<file path="src/cmr_pkg.sv">
// package for the channel map register bank: register indices, field layout,
// reset values and the sequencer state codes
// assumes a 32-bit AHB-Lite register bus; registers sit at byte address 4 * index
package cmr_pkg;

  // ************************************************************
  // register map
  // ************************************************************
  localparam logic [7:0] MAP_BASE_IDX = 8'h10; // index of the first channel map register
  localparam logic [7:0] CHAN_TWO_MAP_IDX = 8'h12; // index of channel_two_map
  localparam logic [15:0] MAP_RESET = 16'h0001; // value of every map register after reset
  localparam logic [15:0] MAP_WRITE_MASK = 16'hb3ff; // bits 14, 11 and 10 are reserved

  // ************************************************************
  // field positions
  // ************************************************************
  localparam int EN_BIT = 15;
  localparam int RSVD_BIT = 14;
  localparam int SETUP_LSB = 12;
  localparam int POS_LSB = 5;
  localparam int NEG_LSB = 0;

  // ************************************************************
  // input selector codes
  // ************************************************************
  localparam logic [4:0] SEL_AIN0 = 5'h00;
  localparam logic [4:0] SEL_AIN4 = 5'h04;
  localparam logic [4:0] SEL_REF_POS = 5'h15;
  localparam logic [4:0] SEL_REF_NEG = 5'h16;

  // one channel map entry as held in flip-flops
  typedef struct packed {
    logic en;
    logic [1:0] setup;
    logic [4:0] pos;
    logic [4:0] neg;
  } cmr_chan_map_s;

  // routing presented to the converter for the channel now converting
  typedef struct packed {
    logic [1:0] chan;
    logic [1:0] setup;
    logic [4:0] pos;
    logic [4:0] neg;
  } cmr_route_s;

  // sequencer states
  typedef enum logic [1:0] {
    SEQ_IDLE = 2'b01,
    SEQ_RUN = 2'b10
  } cmr_seq_e;

endpackage
</file>
<file path="src/cmr_channel_map_registers.sv">
// channel map register bank with its channel sequencer
// assumes one AHB-Lite master, single word transfers, mclk at 50 MHz, rst_b synchronous
`timescale 1ns/1ps
module cmr_channel_map_registers #(
  parameter int NUM_CHAN = 4
) (
  // clock and reset
  input wire logic mclk,
  input wire logic rst_b,
  // ahb-lite slave
  input wire logic hsel,
  input wire logic [31:0] haddr,
  input wire logic [1:0] htrans,
  input wire logic hwrite,
  input wire logic [2:0] hsize,
  input wire logic [31:0] hwdata,
  input wire logic hready,
  output logic hreadyout,
  output logic hresp,
  output logic [31:0] hrdata,
  // converter side
  input wire logic convDone,
  output logic seqActive,
  output cmr_pkg::cmr_route_s route
);

  localparam int CHAN_W = $clog2(NUM_CHAN);

  // ************************************************************
  // helper functions
  // ************************************************************

  // true when the byte address hits a channel map register
  function automatic logic isMapped(input logic [31:0] a);
    logic [7:0] idx;
    idx = a[9:2];
    isMapped = (a[31:10] == 22'h000000) && (a[1:0] == 2'h0) && (idx >= cmr_pkg::MAP_BASE_IDX) &&
               (idx < cmr_pkg::MAP_BASE_IDX + 8'(NUM_CHAN));
  endfunction

  // channel slot addressed by a byte address
  function automatic logic [CHAN_W-1:0] slotOf(input logic [31:0] a);
    logic [7:0] d;
    d = a[9:2] - cmr_pkg::MAP_BASE_IDX;
    slotOf = d[CHAN_W-1:0];
  endfunction

  // packs a map entry into its register image; reserved bits read zero
  function automatic logic [15:0] toWord(input cmr_pkg::cmr_chan_map_s m);
    logic [15:0] w;
    w = 16'h0000;
    w[cmr_pkg::EN_BIT] = m.en;
    w[cmr_pkg::SETUP_LSB +: 2] = m.setup;
    w[cmr_pkg::POS_LSB +: 5] = m.pos;
    w[cmr_pkg::NEG_LSB +: 5] = m.neg;
    toWord = w & cmr_pkg::MAP_WRITE_MASK;
  endfunction

  // unpacks a written word; reserved bits are dropped
  function automatic cmr_pkg::cmr_chan_map_s fromWord(input logic [15:0] w);
    cmr_pkg::cmr_chan_map_s m;
    m.en = w[cmr_pkg::EN_BIT];
    m.setup = w[cmr_pkg::SETUP_LSB +: 2];
    m.pos = w[cmr_pkg::POS_LSB +: 5];
    m.neg = w[cmr_pkg::NEG_LSB +: 5];
    fromWord = m;
  endfunction

  // next enabled channel after cur, wrapping round; cur itself comes last
  function automatic logic [CHAN_W-1:0] nextEn(input logic [CHAN_W-1:0] cur, input logic [NUM_CHAN-1:0] en);
    logic [CHAN_W-1:0] c;
    nextEn = cur;
    for (int i = NUM_CHAN; i >= 1; i--) begin
      c = CHAN_W'(int'(cur) + i);
      if (en[c]) begin
        nextEn = c;
      end
    end
  endfunction

  // ************************************************************
  // bus slave and map registers
  // ************************************************************
  cmr_pkg::cmr_chan_map_s mapQ [NUM_CHAN];
  cmr_pkg::cmr_chan_map_s mapD [NUM_CHAN];
  logic wrPendQ, wrPendD;
  logic rdWaitQ, rdWaitD;
  logic rdDoneQ, rdDoneD;
  logic mapHitQ, mapHitD;
  logic [CHAN_W-1:0] slotQ, slotD;
  logic [31:0] rdataQ, rdataD;
  logic accept;
  logic [NUM_CHAN-1:0] enables;

  assign accept = hsel && htrans[1] && hready;
  assign hreadyout = !rdWaitQ; // reads take one wait state, writes none
  assign hresp = 1'b0;
  assign hrdata = rdataQ;

  // enable bits of all channels gathered for the sequencer
  always_comb begin
    for (int i = 0; i < NUM_CHAN; i++) begin
      enables[i] = mapQ[i].en;
    end
  end

  // next state of the bus slave and the register array
  always_comb begin
    mapD = mapQ;
    wrPendD = 1'b0;
    rdWaitD = 1'b0;
    rdDoneD = 1'b0;
    mapHitD = mapHitQ;
    slotD = slotQ;
    rdataD = rdataQ;
    if (wrPendQ && mapHitQ) begin
      mapD[slotQ] = fromWord(hwdata[15:0]);
    end
    if (rdWaitQ) begin
      rdataD = mapHitQ ? {16'h0000, toWord(mapQ[slotQ])} : 32'h00000000;
      rdDoneD = 1'b1;
    end
    if (accept) begin
      mapHitD = isMapped(haddr);
      slotD = slotOf(haddr);
      wrPendD = hwrite;
      rdWaitD = !hwrite;
    end
  end

  // registers of the bus slave and the map array
  always_ff @(posedge mclk) begin
    if (!rst_b) begin
      for (int i = 0; i < NUM_CHAN; i++) begin
        mapQ[i] <= fromWord(cmr_pkg::MAP_RESET);
      end
      wrPendQ <= 1'b0;
      rdWaitQ <= 1'b0;
      rdDoneQ <= 1'b0;
      mapHitQ <= 1'b0;
      slotQ <= '0;
      rdataQ <= 32'h00000000;
    end else begin
      mapQ <= mapD;
      wrPendQ <= wrPendD;
      rdWaitQ <= rdWaitD;
      rdDoneQ <= rdDoneD;
      mapHitQ <= mapHitD;
      slotQ <= slotD;
      rdataQ <= rdataD;
    end
  end

  // ************************************************************
  // channel sequencer
  // ************************************************************
  cmr_pkg::cmr_seq_e seqQ, seqD;
  logic [CHAN_W-1:0] chanQ, chanD;

  // steps to the next enabled channel after each conversion
  always_comb begin
    seqD = seqQ;
    chanD = chanQ;
    case (seqQ)
      cmr_pkg::SEQ_IDLE: begin
        if (|enables) begin
          seqD = cmr_pkg::SEQ_RUN;
          chanD = nextEn({CHAN_W{1'b1}}, enables); // lowest enabled channel first
        end
      end
      cmr_pkg::SEQ_RUN: begin
        if (!(|enables)) begin
          seqD = cmr_pkg::SEQ_IDLE;
        end else if (convDone || !enables[chanQ]) begin
          chanD = nextEn(chanQ, enables);
        end
      end
      default: begin
        seqD = cmr_pkg::SEQ_IDLE;
      end
    endcase
  end

  // sequencer registers
  always_ff @(posedge mclk) begin
    if (!rst_b) begin
      seqQ <= cmr_pkg::SEQ_IDLE;
      chanQ <= '0;
    end else begin
      seqQ <= seqD;
      chanQ <= chanD;
    end
  end

  // routing of the converting channel, straight from its map flip-flops
  assign seqActive = (seqQ == cmr_pkg::SEQ_RUN);
  assign route.chan = 2'(chanQ);
  assign route.setup = mapQ[chanQ].setup;
  assign route.pos = mapQ[chanQ].pos;
  assign route.neg = mapQ[chanQ].neg;

  // number of enabled channels, for the sequencer checks
  int enCount;
  always_comb begin
    enCount = 0;
    for (int i = 0; i < NUM_CHAN; i++) begin
      enCount = enCount + int'(enables[i]);
    end
  end

  // packed image of every map word, so whole-bank stability can be checked
  logic [NUM_CHAN*16-1:0] mapImage;
  always_comb begin
    for (int i = 0; i < NUM_CHAN; i++) begin
      mapImage[i*16 +: 16] = toWord(mapQ[i]);
    end
  end
endmodule

</file>
<file path="config.mk">
export PLATFORM = sky130hd
export DESIGN_NAME = cmr_channel_map_registers
export DESIGN_NICKNAME = d
export VERILOG_FILES = /design/src/cmr_pkg.sv /design/src/cmr_channel_map_registers.sv
export SDC_FILE = /design/constraint.sdc
export NUM_CORES = 1
export LEC_CHECK = 0
export BUFFER_PORTS_ARGS = -buffer_cell sky130_fd_sc_hd__buf_4
export CAP_MARGIN = 10
export CORE_ASPECT_RATIO = 0.75
export CORE_MARGIN = 2
export CORE_UTILIZATION = 55
export DETAILED_ROUTE_END_ITERATION = 8
export MAX_ROUTING_LAYER = met4
export PLACE_DENSITY = 0.95
export SLEW_MARGIN = 10
export SYNTH_ARGS = -nofsm -noshare
export SYNTH_HDL_FRONTEND = slang
export SYNTH_SLANG_ARGS = --single-unit
</file>
<file path="constraint.sdc">
create_clock -name mclk -period 2.3 [get_ports mclk]
set_input_delay 0.345 -clock mclk [delete_from_list [all_inputs] [get_ports mclk]]
set_output_delay 0.345 -clock mclk [all_outputs]
set_load 0.01 [all_outputs]
</file>
==> impl_metrics.json <==
{
  "netSwitchingPower_mw": 0.549,
  "numCtsBuffers": 9,
  "dieArea_sq_um": 7660,
  "grt_max_degree": 75,
  "total_power_mw": 2.69,
  "worst_slack_ns": 0.160,
  "startpoint": "chanQ[1]$_SDFFE_PN0P_",
  "drtIter0Drc": 389,
  "timing.rr.start": "chanQ[0]$_SDFFE_PN0P_",
  "cp-endpoint": "route[7]",
  "tns_ns": 0,
  "cts_sinks": 74,
  "viasPerCell": 5.83,
  "clockPowerShare_pct": 46.5,
  "power_density_nw_per_um2": 577,
  "wl_um": 9780,
  "synth.avg_cell_area_sq_um": 9.01,
  "areaGrowthSynthToFinish_pct": 21.6,
  "required_ns": 1.96,
  "internal_power_mw": 2.14,
  "r2r_setup_slack_ns": 0.52,
  "yosys_most_used_dff": "dfxtp_1",
  "die_x_um": 100,
  "hold_path_class": "primary input to flop",
  "dp_hpwl_um": 6900,
  "status": "finished, violations left",
  "worstPathArrival_ns": 1.80,
  "combPwrFrac_pct": 5.7,
  "grt_use_total_pct": 27.7,
  "rr_worst_depth": 6,
  "leakagePower_nw": 1.74,
  "end_kind": "output pin",
  "dieHeight_um": 76.3,
  "swShare_pct": 20.4,
  "cts-root-buf": "clkbuf_8",
  "num_vias": 3409,
  "finalNetCount": 571,
  "seq_area_frac_synth_pct": 38.7,
  "core_region_area_sq_um": 6770,
  "maxSlewViolCount": 0,
  "pwr-share-seq_pct": 47.8,
  "violations": "design-rule violations",
  "yosys_warnings": 0,
  "fmax_mhz": 467,
  "clock_skew_ns": 0.0108,
  "ys_top_cells_by_count": "nand2_1 (120), dfxtp_1 (74), a21boi_0 (61)",
  "synthArstFlopShare_pct": 0,
  "cts_tree": "done",
  "antenna_found_initial": 0,
  "worstSetupStartpointType": "flop",
  "synth-edff-count": 0,
  "rows": 26,
  "post_drt_wl_per_cell_um": 16.7,
  "ant_nets": 0,
  "place_congestion": 0.817,
  "syn_inst": 425,
  "initial_core_util_pct": 56.6,
  "fin_crit_sh_pct": 93.0,
  "path_max_fanout": 11,
  "register_area_sq_um": 1480,
  "drc": 1,
  "grt_pass1_vias": 3406,
  "clkTransAtPathRegs_ns": 0.07,
  "n_antenna_cell": 0,
  "multi_input_area_sq_um": 2080,
  "numPortBuffers": 80,
  "min_period_ns": 2.14,
  "peakVddDrop_mv": 0.300,
  "synth.most_common_cell": "nand2_1",
  "synth_top_area_share_pct": 38.7,
  "timing.hold.ws_ns": 0.164,
  "fill_cells": 512,
  "synth_seq_cells": 74,
  "yosys-top-cells-area": "dfxtp_1 (39%), mux4_2 (15%), a21boi_0 (12%), nand2_1 (12%), buf_4 (4.5%)",
  "setup-violations-final": 0,
  "ys_types": 34,
  "hold_violations": 0,
  "synth_top_area_cell": "dfxtp_1",
  "tightestPinTransition_ns": 0.606,
  "drive_above_1_share_pct": 27.9,
  "pre_cts_ws_ns": 0.398,
  "synthesis.area_sq_um": 3830,
  "dp_cells": 569,
  "drv_cap": 0,
  "htree_levels": 3,
  "clkLatencyLatePin_ns": 0.35,
  "grt_remaining_overflow": 0,
  "firstDrtPassIters": 8,
  "rr_endpoint": "chanQ[0]$_SDFFE_PN0P_",
  "rsz0062_at_grt": "false",
  "post-cts-setup-buffers": 0,
  "slew_headroom_pct": 59.6,
  "stdcell_count": 585,
  "criticalPathCategory": "flop to output pin",
  "grt_pass1_wl_um": 16100,
  "clock_path_buffers": 2,
  "num_io_pins": 124
}
stage by stage:
stage	instance area (sq um)	utilization, %
after global routing	4660	68.9
final	4660	68.9
after global placement	4410	65.1
after detailed placement	4410	65.1
after floorplan	3900	-
after CTS	4660	68.8
flip-flops by register name, indices dropped and copies added (netlist names):
register	cells
wrPendQ	1
slotQ	2
seqQ	2
hrdata	13
enables	4
mapHitQ	1
mapImage	48
rdWaitQ	1
chanQ	2
power by group through the flow:
stage               sequential, mW  combinational (mW)  clock (mW)
finish                        1.29               0.153        1.25
global route                  1.29               0.164        1.30
CTS                           1.29               0.151        1.26
detailed placement            1.32               0.149           0
global placement              1.32               0.146           0
floorplan                     1.31              0.0907           0
cells by family (layout without fill, tap and decap cells):
| family | after synthesis | after routing | synth area share [%] |
|---|---|---|---|
| AND/OR/NAND/NOR | 179 | 179 | 20.4 |
| buffers and inverters | 61 | 118 | 8.88 |
| AO/OA/AOI/OAI | 79 | 79 | 14.9 |
| flip-flops | 74 | 74 | 38.7 |
| other | 1 | 20 | 0.0979 |
| multiplexers | 31 | 31 | 17.0 |
critical path, stage by stage, from the launching register on:
cell,delay (ns)
dfxtp_1,0.45
buf_4,0.27
mux4_2,0.55
buf_4,0.17
cell type report:
type / count / area share [%]
tap: 84 / 2.26
multi-input combinational: 309 / 44.7
sequential: 74 / 31.8
inverter: 7 / 0.564
clock inverter: 5 / 2.15
clock buffer: 11 / 3.25
timing repair buffer: 95 / 15.3
routing by layer:
layer  part of all wire (%)  GRT usage (%)  routed length, um  vias up
li1                       -              -                  -     1574
met1                     40           35.0               3940     1605
met2                     49           44.2               4790      207
met3                    8.4           5.87                826       23
met4                    2.3           10.3                224        0
met5                      0              -                  0        -
worst min-delay path by stage:
stage | from | end | slack [ns] | depth (start not counted)
2_1_floorplan | hwrite | rdWaitQ$_SDFF_PN0_ | 0.42 | 1
3_3_place_gp | hrdata[15]$_SDFFE_PN0P_ | hrdata[15]$_SDFFE_PN0P_ | 0.46 | 2
3_5_place_dp | hrdata[15]$_SDFFE_PN0P_ | hrdata[15]$_SDFFE_PN0P_ | 0.46 | 2
4_1_cts | hwrite | rdWaitQ$_SDFF_PN0_ | 0.16 | 2
5_1_grt | hwrite | rdWaitQ$_SDFF_PN0_ | 0.16 | 2
6_report | hwrite | rdWaitQ$_SDFF_PN0_ | 0.16 | 2
repair_timing:
| item | CTS | global route |
|---|---|---|
| gates resized for setup | 0 | 1 |
| endpoints found under the setup margin | 0 | 6 |
| hold buffers | 0 | 0 |
cells in the final DEF, fill, tap and decap left out, drive strengths merged, types with 6 or more instances in the layout:
cell      n
a21oi     6
conb     20
a21boi   61
mux4     27
nor3      6
inv       7
buf      95
nand2   120
nor4      7
clkbuf   11
dfxtp    74
nand3    21
(Power assumes the default switching activity.)
